[config.mk]
export PLATFORM = sky130hd
export DESIGN_NAME = remote_command_interface
export DESIGN_NICKNAME = d
export VERILOG_FILES = /design/src/rci_pkg.sv /design/src/remote_command_interface.sv
export VERILOG_INCLUDE_DIRS = /design/src
export SDC_FILE = /design/constraint.sdc
export NUM_CORES = 2
export LEC_CHECK = 0
export BUFFER_PORTS_ARGS = -buffer_cell sky130_fd_sc_hd__buf_2
export CAP_MARGIN = 0
export CORE_MARGIN = 3
export CORE_UTILIZATION = 55
export CTS_CLUSTER_DIAMETER = 40
export DETAILED_ROUTE_END_ITERATION = 6
export PLACE_DENSITY = 0.83
export SLEW_MARGIN = 20
export SYNTH_ARGS = -nofsm -noshare
export SYNTH_HDL_FRONTEND = slang
export SYNTH_SLANG_ARGS = --single-unit
[constraint.sdc]
create_clock -name sys_clk -period 6.3 [get_ports sys_clk]
set_input_delay 1.26 -clock sys_clk [delete_from_list [all_inputs] [get_ports sys_clk]]
set_output_delay 1.26 -clock sys_clk [all_outputs]
set_load 0.03 [all_outputs]
[src/rci_map.svh]
// constants for the remote command interface: characters, depths, times
// assumes a 25 MHz system clock; included by the core
`ifndef RCI_MAP_SVH
`define RCI_MAP_SVH
`define RCI_CLK_HZ 25000000
`define RCI_REPLY_MS 500
`define RCI_SLOW_S 10
`define RCI_REPLY_CYC (`RCI_CLK_HZ / 1000 * `RCI_REPLY_MS)
`define RCI_SLOW_CYC (`RCI_CLK_HZ * `RCI_SLOW_S)
`define RCI_RXBUF_DEPTH 250
`define RCI_DEF_ADDR 5'h0A
`define RCI_CH_CR 8'h0D
`define RCI_CH_LF 8'h0A
`define RCI_CH_STAR 8'h2A
`define RCI_CH_QM 8'h3F
`define RCI_ASCII_BIT 7
`endif

[src/rci_pkg.sv]
// types shared by the remote command interface
// assumes rci_map.svh for the numeric constants
package rci_pkg;
  // which port a byte stream belongs to
  typedef enum logic [1:0] {
    PORT_HOST, PORT_BARO, PORT_CTRL, PORT_PASS
  } port_t;
  // peripheral kinds the engine may ask to reach
  typedef enum logic [1:0] {
    PERI_BARO, PERI_VAC, PERI_CTRL, PERI_TEXT
  } peri_t;
  // one command byte on its way to the engine
  typedef struct packed {
    logic [7:0] data;
    logic last;
    port_t dest;
  } cmd_beat_t;
  // one outgoing reply byte
  typedef struct packed {
    logic [7:0] data;
    logic eoi;
    logic on_bus;
  } tx_beat_t;
endpackage : rci_pkg

[src/remote_command_interface.sv]
// remote command front end: framing, lockout, reply pacing, bus buffer
// assumes byte-level serial and parallel-bus engines on the same clock
`timescale 1ns/1ps
`default_nettype none
`include "rci_map.svh"
module remote_command_interface
  import rci_pkg::*;
#(
  parameter int DEPTH = `RCI_RXBUF_DEPTH,
  parameter int REPLY_CYC = `RCI_REPLY_CYC,
  parameter int SLOW_CYC = `RCI_SLOW_CYC
) (
  input wire logic sys_clk, // system clock
  input wire logic rst, // sync reset, high
  input wire logic ser_rx_valid, // serial byte, uart set as host
  input wire logic [7:0] ser_rx_data, // serial byte value
  input wire logic bus_rx_valid, // bus byte accepted
  input wire logic [7:0] bus_rx_data, // bus byte value
  input wire logic bus_rx_eoi, // eoi with bus byte
  input wire logic escape_key, // panel escape pin
  input wire logic lock_cmd, // keypad lock decoded
  input wire logic local_cmd, // return to local decoded
  input wire logic forward_text_cmd, // pass-through active
  input wire logic slow_cmd, // command may reach peripherals
  input wire peri_t peri_kind, // peripheral for slow command
  input wire logic crlf_mode, // 1 cr+lf on serial, 0 lf only; bus always lf only
  input wire logic addr_set_valid, // panel address write
  input wire logic [4:0] addr_set, // panel address
  input wire logic cmd_ready, // engine takes a byte
  input wire logic rep_valid, // reply byte offered
  input wire logic [7:0] rep_data, // reply byte
  input wire logic rep_last, // last reply byte
  input wire logic tx_ready, // link takes tx byte
  output cmd_beat_t cmd_out, // command byte to engine
  output logic cmd_valid, // command byte valid
  output logic rep_ready, // reply byte taken
  output tx_beat_t tx_out, // reply byte to link
  output logic tx_valid, // reply byte valid
  output logic nrfd_hold, // hold not-ready-for-data
  output logic remote_mode, // remote mode
  output logic key_lockout, // function keys locked
  output logic reply_late, // reply overdue
  output logic [4:0] bus_addr, // listen/talk address
  output logic ppoll_en // parallel poll response
);
  typedef enum {S_IDLE, S_WAIT, S_DATA, S_CR, S_LF} rst_st_t;
  // sync chain for escape pin
  logic [2:0] esc_sync_r;
  logic esc_lvl_r;
  logic esc_press;
  // link and mode state
  logic busy_r, on_bus_r, common_r, query_r, lock_r, remote_r;
  logic [7:0] prev_r;
  // bus receive buffer
  logic [7:0] mem [DEPTH];
  logic [$clog2(DEPTH)-1:0] wp_r, rp_r;
  logic [$clog2(DEPTH):0] cnt_r;
  logic [DEPTH-1:0] eoi_mem;
  logic msg_r; // terminator in buffer
  // two-entry output buffer
  cmd_beat_t sk0_r, sk1_r;
  logic v0_r, v1_r;
  // reply path
  rst_st_t st_r, st_nxt;
  logic [27:0] tmr_r;
  logic slow_r, suppress;
  logic in_v, take_in, bus_pop, push, pop;
  cmd_beat_t in_b;
  logic [7:0] in_d;
  logic in_eoi;

  // seven-bit ascii test for command bytes
  function automatic logic is_ascii(input logic [7:0] b);
    return !b[`RCI_ASCII_BIT];
  endfunction : is_ascii

  // map peripheral kind to its serial port
  function automatic port_t port_of(input peri_t k);
    case (k)
      PERI_BARO, PERI_VAC: return PORT_BARO;
      PERI_CTRL: return PORT_CTRL;
      default: return PORT_PASS;
    endcase
  endfunction : port_of

  // escape pin sync, change counts when stages 2 and 3 agree
  always_ff @(posedge sys_clk) begin
    if (rst) begin
      esc_sync_r <= 3'h0;
      esc_lvl_r <= 1'b0;
    end else begin
      esc_sync_r <= {esc_sync_r[1:0], escape_key};
      if (esc_sync_r[1] == esc_sync_r[2]) esc_lvl_r <= esc_sync_r[2];
    end
  end
  assign esc_press = (esc_sync_r[1] == esc_sync_r[2]) && esc_sync_r[2] && !esc_lvl_r;

  // bus bytes leave the receive buffer when the skid has room
  assign bus_pop = (cnt_r != '0) && take_in && on_bus_r;
  assign in_d = on_bus_r ? mem[rp_r] : ser_rx_data;
  assign in_eoi = on_bus_r ? eoi_mem[rp_r] : 1'b0;
  always_comb begin
    in_v = on_bus_r ? (cnt_r != '0) : ser_rx_valid;
    in_b.data = in_d;
    // serial ends on cr, bus ends on lf with eoi
    in_b.last = on_bus_r ? (in_eoi && in_d == `RCI_CH_LF)
                         : (in_d == `RCI_CH_CR);
    in_b.dest = forward_text_cmd ? port_of(PERI_TEXT) : PORT_HOST;
  end
  // skid room: serial bytes that do not fit are lost, bus bytes wait
  assign take_in = !v1_r;
  assign push = in_v && take_in && is_ascii(in_d)
                && !(!on_bus_r && in_d == `RCI_CH_LF);
  assign pop = v0_r && cmd_ready;

  // bus receive buffer, 250 bytes
  always_ff @(posedge sys_clk) begin
    if (rst) begin
      wp_r <= '0;
      rp_r <= '0;
      cnt_r <= '0;
    end else begin
      if (bus_rx_valid && cnt_r != ($clog2(DEPTH)+1)'(DEPTH)) begin
        mem[wp_r] <= bus_rx_data;
        eoi_mem[wp_r] <= bus_rx_eoi;
        wp_r <= (wp_r == ($clog2(DEPTH))'(DEPTH-1)) ? '0 : wp_r + 1'b1;
      end
      if (bus_pop) rp_r <= (rp_r == ($clog2(DEPTH))'(DEPTH-1)) ? '0 : rp_r + 1'b1;
      cnt_r <= cnt_r + (bus_rx_valid && cnt_r != ($clog2(DEPTH)+1)'(DEPTH)) - bus_pop;
    end
  end

  // nrfd held from terminator until buffer drains, and while near full (248 or more bytes)
  always_ff @(posedge sys_clk) begin
    if (rst) begin
      msg_r <= 1'b0;
      nrfd_hold <= 1'b0;
    end else begin
      if (bus_rx_valid && bus_rx_eoi) msg_r <= 1'b1;
      else if (cnt_r == '0) msg_r <= 1'b0;
      nrfd_hold <= msg_r || (bus_rx_valid && bus_rx_eoi)
                   || cnt_r >= ($clog2(DEPTH)+1)'(DEPTH-2);
    end
  end

  // two-entry buffer toward the command engine
  always_ff @(posedge sys_clk) begin
    if (rst) begin
      v0_r <= 1'b0;
      v1_r <= 1'b0;
      sk0_r <= '0;
      sk1_r <= '0;
    end else begin
      if (pop) begin
        sk0_r <= v1_r ? sk1_r : in_b;
        v0_r <= v1_r || push;
        v1_r <= v1_r && push;
        if (v1_r && push) sk1_r <= in_b;
      end else if (push) begin
        if (!v0_r) begin
          sk0_r <= in_b;
          v0_r <= 1'b1;
        end else begin
          sk1_r <= in_b;
          v1_r <= 1'b1;
        end
      end
    end
  end
  assign cmd_out = sk0_r;
  assign cmd_valid = v0_r;

  // link ownership, command class and remote/lock state
  always_ff @(posedge sys_clk) begin
    if (rst) begin
      on_bus_r <= 1'b0;
      busy_r <= 1'b0;
      common_r <= 1'b0;
      query_r <= 1'b0;
      prev_r <= 8'h00;
      remote_r <= 1'b0;
      lock_r <= 1'b0;
    end else begin
      // link switches only while no command awaits its reply and the skid is empty
      if (!busy_r && !v0_r) begin
        if (cnt_r != '0) on_bus_r <= 1'b1;
        else on_bus_r <= 1'b0; // idle link falls back to serial
      end
      if (in_v && take_in) begin
        remote_r <= 1'b1;
        if (prev_r == 8'h00) common_r <= (in_d == `RCI_CH_STAR);
        if (in_b.last) begin
          query_r <= (prev_r == `RCI_CH_QM);
          busy_r <= 1'b1;
          prev_r <= 8'h00;
        end else if (in_d != `RCI_CH_LF) prev_r <= in_d;
      end
      if (st_r == S_LF && (tx_ready || !tx_valid)) busy_r <= 1'b0;
      else if (st_r == S_WAIT && suppress) busy_r <= 1'b0;
      if (lock_cmd) lock_r <= 1'b1;
      if (local_cmd || (esc_press && !lock_r)) begin
        remote_r <= 1'b0;
        lock_r <= 1'b0;
      end
    end
  end
  assign remote_mode = remote_r;
  assign key_lockout = remote_r;

  // bus common command without query gives no answer
  assign suppress = on_bus_r && common_r && !query_r;

  // reply sequencer
  always_comb begin
    st_nxt = st_r;
    case (st_r)
      S_IDLE: if (busy_r) st_nxt = S_WAIT;
      S_WAIT: st_nxt = suppress ? S_IDLE : S_DATA;
      S_DATA: if (rep_valid && rep_ready && rep_last)
          st_nxt = on_bus_r ? S_LF : (crlf_mode ? S_CR : S_LF);
      S_CR: if (tx_ready || !tx_valid) st_nxt = S_LF;
      S_LF: if (tx_ready || !tx_valid) st_nxt = S_IDLE; // line feed loaded
      default: st_nxt = S_IDLE;
    endcase
  end

  // reply byte holding register, kept until the host reads it
  always_ff @(posedge sys_clk) begin
    if (rst) begin
      st_r <= S_IDLE;
      tx_valid <= 1'b0;
      tx_out <= '0;
      rep_ready <= 1'b0;
    end else begin
      st_r <= st_nxt;
      if (tx_valid && tx_ready) tx_valid <= 1'b0;
      if (st_r == S_DATA && rep_valid && rep_ready) begin
        tx_valid <= 1'b1;
        tx_out <= '{data: rep_data, eoi: 1'b0, on_bus: on_bus_r};
      end else if ((st_r == S_CR || st_r == S_LF) && (!tx_valid || tx_ready)) begin
        tx_valid <= 1'b1;
        tx_out <= '{data: (st_r == S_CR) ? `RCI_CH_CR : `RCI_CH_LF,
                    eoi: on_bus_r && st_r == S_LF, on_bus: on_bus_r};
      end
      rep_ready <= (st_nxt == S_DATA) && !(rep_valid && rep_ready) && !(tx_valid && !tx_ready);
    end
  end

  // reply deadline timer, longer window for peripheral commands
  always_ff @(posedge sys_clk) begin
    if (rst) begin
      tmr_r <= '0;
      slow_r <= 1'b0;
      reply_late <= 1'b0;
    end else if (st_r == S_WAIT || st_r == S_DATA) begin
      if (st_r == S_WAIT) slow_r <= slow_cmd;
      tmr_r <= tmr_r + 1'b1;
      if (tmr_r == (slow_r ? 28'(SLOW_CYC) : 28'(REPLY_CYC))) reply_late <= 1'b1;
    end else begin
      tmr_r <= '0;
      reply_late <= 1'b0;
    end
  end

  // bus address, default ten, panel writable; no parallel poll
  always_ff @(posedge sys_clk) begin
    if (rst) begin
      bus_addr <= `RCI_DEF_ADDR;
      ppoll_en <= 1'b0;
    end else begin
      if (addr_set_valid) bus_addr <= addr_set;
      ppoll_en <= 1'b0;
    end
  end

  // checks
  AST_NRFD_FULL: assert property (@(posedge sys_clk) disable iff (rst)
    cnt_r >= ($clog2(DEPTH)+1)'(DEPTH-1) |=> nrfd_hold)
    else $error("nrfd released near full");
  AST_NO_OVF: assert property (@(posedge sys_clk) disable iff (rst)
    cnt_r <= ($clog2(DEPTH)+1)'(DEPTH))
    else $error("receive buffer overflow");
  AST_REMOTE: assert property (@(posedge sys_clk) disable iff (rst)
    in_v && take_in && !local_cmd |=> remote_mode && key_lockout)
    else $error("command did not enter remote");
  AST_ESC_LOCK: assert property (@(posedge sys_clk) disable iff (rst)
    lock_r && !local_cmd && remote_r |=> remote_r)
    else $error("escape left keypad lock");
  AST_LOCAL: assert property (@(posedge sys_clk) disable iff (rst)
    local_cmd && !(in_v && take_in) |=> !key_lockout)
    else $error("keys stay locked after local");
  AST_BUS_EOI: assert property (@(posedge sys_clk) disable iff (rst)
    tx_valid && tx_out.eoi |-> tx_out.data == `RCI_CH_LF && tx_out.on_bus)
    else $error("eoi without line feed");
  AST_HOLD: assert property (@(posedge sys_clk) disable iff (rst)
    tx_valid && !tx_ready |=> tx_valid && $stable(tx_out))
    else $error("reply lost before read");
  AST_ADDR: assert property (@(posedge sys_clk)
    $fell(rst) |-> bus_addr == `RCI_DEF_ADDR)
    else $error("bad default address");
  AST_ASCII: assert property (@(posedge sys_clk) disable iff (rst)
    cmd_valid |-> !cmd_out.data[`RCI_ASCII_BIT])
    else $error("non ascii command byte");
  AST_NO_PP: assert property (@(posedge sys_clk) disable iff (rst)
    !ppoll_en)
    else $error("parallel poll enabled");
  COV_SER_CMD: cover property (@(posedge sys_clk) disable iff (rst)
    cmd_valid && cmd_out.last && !on_bus_r);
  COV_BUS_REPLY: cover property (@(posedge sys_clk) disable iff (rst)
    tx_valid && tx_ready && tx_out.eoi);
  COV_SUPPRESS: cover property (@(posedge sys_clk) disable iff (rst)
    st_r == S_WAIT && suppress);
endmodule : remote_command_interface
`default_nettype wire

# Yosys cells after proc, flatten, opt, wreduce, memory -nomap -nowiden
# Memory sizes are Yosys's and may differ from the RTL's. A register that Yosys moved wholly into a read port is not among the register bits.
# Cells that the tools add are included.
classes:
  n_bitwise: 2
  add_sub_neg: 5
  eq_ne: 21
  n_reduce_logical: 72
  n_lt_le_gt_ge: 4
  muxes: 50
ops:
  columns: ["cell", "n"]
  rows:
  - ["250-bit bitwise mux", 1]
  - ["32-bit case mux with 5 select lines", 1]
  - ["32-bit by 3-bit == test with 1-bit output (second input constant)", 4]
  - ["32-bit 2-to-1 mux", 4]
  - ["32-bit by 2-bit == test with 1-bit output (second input constant)", 3]
  - ["11-bit 2-to-1 mux", 8]
  - ["8-bit 2-to-1 mux", 7]
  - ["32-bit by 1-bit == test with 1-bit output (second input constant)", 1]
  - ["32-bit by 4-bit == test with 1-bit output (second input constant)", 1]
  - ["32-bit logical NOT", 1]
  - ["1-bit logical AND", 30]
  - ["28-bit by 1-bit adder with 28-bit output (second input constant)", 1]
  - ["28-bit == test", 1]
  - ["28-bit 2-to-1 mux", 1]
  - ["10-bit 2-to-1 mux", 2]
  - ["1-bit 2-to-1 mux", 19]
  - ["8-bit by 9-bit less-than comparator with 1-bit output (second input constant)", 2]
  - ["8-bit by 1-bit adder with 8-bit output (second input constant)", 2]
  - ["8-bit by 4-bit == test with 1-bit output (second input constant)", 2]
  - ["8-bit by 6-bit == test with 1-bit output (second input constant)", 2]
  - ["8-bit == test (second input constant)", 2]
  - ["2-bit AND reduction", 7]
  - ["1-bit logical NOT", 13]
  - ["2-bit nonzero test", 5]
  - ["21 further kinds", 34]
totals:
  elab_cells: 188
  inputBits: 47
  ff_bits: 398
  ramBits: 2000
  n_memories: 1
mem_list:
  columns: ["memory", "depth", "word_bits", "read_ports", "rd_clocked_by_memory_dff", "write_ports", "line_no", "rtl"]
  rows:
  - ["mem", 250, 8, 1, 1, 1, "remote_command_interface.sv:55", "logic [7:0] mem [DEPTH];"]

# Longest topological paths before layout
depth:
  ltp_word: 8
  depth_mapped: 21
  ltp_nobuf: 20

# Least setup slack after synthesis
# Ideal clock, no wire load.
synth_timing:
  path_type: "input -> register"
  start: "input bus_rx_valid"
  end: "register cnt_r[8]"
  arrival_time_ns: 3.641
  slack_ns: 2.531
  path_stages: 18
  setup_ns: 0.128
  n_path_buf: 1
  cell_sequence: "o21a_1 inv_1 clkbuf_1 ha_1 inv_1 ha_1 inv_1 fa_1 nand2b_1 a21oi_1 o21ai_0 a21oi_1 nor2_1 inv_1 a21oi_1 o21bai_1 xnor2_1 nor2_1"
synth_via:
  elab_chain_len: 3
synth_rtl:
  columns: ["item", "line_no", "rtl"]
  rows:
  - ["start, declared", "remote_command_interface.sv:17", "input wire logic bus_rx_valid,"]
  - ["1-bit logical AND", "remote_command_interface.sv:129", "cnt_r <= cnt_r + (bus_rx_valid && cnt_r != ($clog2(DEPTH)+1)'(DEPTH)) - bus_pop;"]
  - ["9-bit by 1-bit adder with 9-bit output", "remote_command_interface.sv:129", null]
  - ["9-bit by 1-bit subtractor with 9-bit output", "remote_command_interface.sv:129", null]
  - ["end signal, assigned", "remote_command_interface.sv:129", null]
  - ["end, declared", "remote_command_interface.sv:57", "logic [$clog2(DEPTH):0] cnt_r;"]
# Every way passes these cells.
# A chain may end at the register's enable or synchronous reset.

==> flow_summary.ini <==
[die]
fp.dieH_um = 421
die_x_um = 421
die-area_mm2 = 0.177
ios = 81
rows = 151
core_area_mm2 = 0.170
initial_utilization_pct = 55.6

[setup_path]
slowest_delay_ns = 1.11
end_kind = flop
timing.critical_path.slowest_stage_cell = dfxtp_4
critPathKind = reg -> reg
crit_required_ns = 7.08
worstPathArrival_ns = 6.71
worstSetupStartpointType = flop
cp_max_fo = 51
crit_chain = buf_12 -> mux4_2 -> a22oi_1 -> a21boi_0 -> nor4_1 -> a211oi_1 -> a211oi_4 -> nand4b_4 -> and4b_1 -> a21o_1 -> mux2_1

[timing]
slew_violations = 0
slew_headroom_pct = 13.7
hold_viol = 0
hold_ws_ns = 0.447
max_freq_mhz = 169
setup_tns_ns = 0
max_slew.worst_pin.slew_ns = 1.29
timing.final.crit_share_pct = 94.2
rsz0062_at_grt = no
fin_worst_skew_ns = 0.0645
setup_violations = 0
layout_min_cycle_time_ns = 5.93

[synth]
synth_edf_count = 2250
synthCells = 4938
syn-cell-area_mm2 = 0.0945
yosysMostFrequentCell = edfxtp_1
synth_top_family_by_area = multiplexers
ys.warnings.count = 0
synthTopCellsByArea = edfxtp_1, mux4_2, dfxtp_1
synth-xor-area-share_pct = 0.380
synth-seq-cells = 2404
ys_types = 96
synth_compound_area_share_pct = 3.66
synth.avg_cell_area_um2 = 19.1
synth_ff_type = edfxtp_1
synth_common_cells = edfxtp_1, mux4_2, nor2_1
muxShareOfSynthArea_pct = 14.3
synth_simple_gate_area_share_pct = 4.41
synth_top_area_share_pct = 71.5
synth_largest_area_cell = edfxtp_1
synthAdderAreaFrac_pct = 0.379
synth-seq-area-share_pct = 74.8
async_flop_share_pct = 0

[clocking]
htreeDepth = 5
clk_pin_slew_ns = 0.06
post_cts_buffers = 0
ctsResizeCount = 0
numCtsBuffers = 276
cts_tree = done
clockBufferDepth = 4
clock_sinks = 2404
clk_latency_ns = 0.95
root_buffer = clkbuf_16
ctsHoldBuffers = 0

[power_and_ir_drop]
p_leak_nw = 33.3
power.internal_mw = 29.5
power_density_mw_per_mm2 = 382
clkPwrFrac_pct = 37.0
p_comb_share_pct = 18.9
sw_frac_of_total_pct = 27.5
net-switching-power_mw = 11.2
seqPwrFrac_pct = 44.2
ir_drop_uv = 320

[drt]
vias = 54000
via_per_inst = 7.07
wirelength_um = 273000
drtAntennaViolNets = 0
drt-wirelength-per-cell_um = 35.7
drt_iter0_drc = 9952
first_pass_iters = 7
drc = 39

[finish]
nets = 5305
drive_gt1_share_pct = 22.3
fin_cells = 7646
area_growth_pct = 12.4

[grt]
grt_overflow = 0
grt_usage_pct = 31.0
grt_max_degree = 251
grt_pass1_vias = 53900
grt_busiest_layer = met2
use_met3_pct = 12.5
met1_usage_pct = 38.5
antenna_found_initial = 25
grt_use_met2_pct = 46.2
grt_pass1_wl_um = 387000

[worst_hold_path]
hp-class = reg -> reg

[place]
dp_hpwl_um = 158000
place_inst = 7168
place.gp.congestion = 0.981
io_buffers = 77

[run_status]
violations = design-rule violations
outcome = complete, but fails checks

[job]
maxCapViolCount = 0
[worst max-delay path, delay by kind of cell, from the launching register on]
kind,cells,cell delay (ns)
AOI/OAI and AO/OA,5,2.07
and+or+nand+nor,3,1.47
DFF,1,1.11
muxes,2,0.71
buffers and inverters,1,0.33
[state kept, by name, summed over array words and instances, names as in the netlist, 3 cells and up, named ones only]
register and flops:
bus_addr 5, cmd_out 10, cnt_r 9, eoi_mem 250, esc_sync_r 3, mem 2000, prev_r 8, rp_r 8
sk1_r 10, st_r 32, tmr_r 28, tx_out 10, wp_r 8
[logic make-up (layout without fill, tap and decap cells)]
kind of cell,Yosys count,after routing
adder cells (fa/ha/maj),28,28
buffers and inverters,328,774
AND/OR/NAND/NOR,906,906
XOR/XNOR,41,41
multiplexers,737,737
flip-flops,2404,2404
AO/OA/AOI/OAI,493,493
other,1,45
[final timing paths]
kind / from / endpoint / slack [ns] / depth (start not counted)
max: flop / cmd_out[6]$_SDFFE_PP0P_ / 0.37 / 11
min reg2reg: esc_sync_r[0]$_SDFF_PP0_ / esc_sync_r[1]$_SDFF_PP0_ / 0.45 / 1
min: esc_sync_r[0]$_SDFF_PP0_ / esc_sync_r[1]$_SDFF_PP0_ / 0.45 / 1
max reg2reg: flop / cmd_out[6]$_SDFFE_PP0P_ / 0.37 / 11
[placed cells by master, fill, tap and decap left out, types with 15 or more instances in the layout]
cell type | synthesis | routed
mux2_2 | 33 | 33
nand4_1 | 19 | 19
mux4_2 | 460 | 460
nand3_1 | 76 | 76
buf_2 | 78 | 68
nor2_2 | 3 | 23
dfxtp_1 | 154 | 145
a31oi_1 | 28 | 28
nand2_1 | 217 | 217
nor2_1 | 382 | 361
mux2i_1 | 216 | 216
a21oi_1 | 100 | 100
clkinv_2 | 0 | 30
a22oi_1 | 106 | 106
nor4_1 | 21 | 20
clkbuf_1 | 100 | 49
diode_2 | 0 | 15
conb_1 | 1 | 30
buf_12 | 8 | 21
a221oi_1 | 31 | 31
buf_4 | 34 | 167
and2_1 | 14 | 15
xnor2_1 | 17 | 17
nand2b_1 | 23 | 23
edfxtp_1 | 2250 | 2250
o22ai_1 | 34 | 34
inv_6 | 0 | 22
xor2_1 | 24 | 24
and3_1 | 17 | 17
inv_1 | 40 | 38
nor3_1 | 24 | 24
ha_1 | 27 | 27
or3_1 | 18 | 18
a211oi_1 | 37 | 35
clkbuf_16 | 0 | 279
mux4_1 | 23 | 23
o21ai_0 | 41 | 40
clkinv_1 | 4 | 37
nor2b_1 | 39 | 34
[cell type report]
| cell class | count | area (µm²) |
|---|---|---|
| repair buffers | 268 | 2160 |
| flip-flops and latches | 2404 | 70700 |
| clock inverters | 129 | 1080 |
| fillers | 10600 | 63800 |
| well taps | 2218 | 2780 |
| inverters | 45 | 169 |
| clock buffers | 332 | 7220 |
| multi-input cells | 2235 | 22100 |
| diodes | 15 | 37.5 |
[routing by layer]
layer	vias to the layer above	share of wire (%)
met2	5308	45
met3	1199	16
li1	20600	-
met4	26	7.2
met5	-	0.071
met1	26900	32
[power by group through the flow]
stage	combinational, mW	sequential, mW	clock [mW]
after global placement	7.13	18.3	0
after detailed placement	7.30	18.3	0
final	7.67	17.9	15.0
after floorplan	5.41	18.0	0
after CTS	7.44	17.9	15.0
after global routing	7.88	18.0	15.6
[stage by stage]
step | setup slack, ns | instance area (µm²) | util, % | total power, mW
floorplan | 2.53 | 94600 | - | 23.4
global placement | 1.01 | 97800 | 57.5 | 25.4
detailed placement | 0.874 | 97800 | 57.5 | 25.6
CTS | 0.756 | 106000 | 62.4 | 40.4
global route | 0.438 | 106000 | 62.4 | 41.4
finish | 0.367 | 106000 | 62.5 | 40.6
Power figures use the tool's default switching activity.
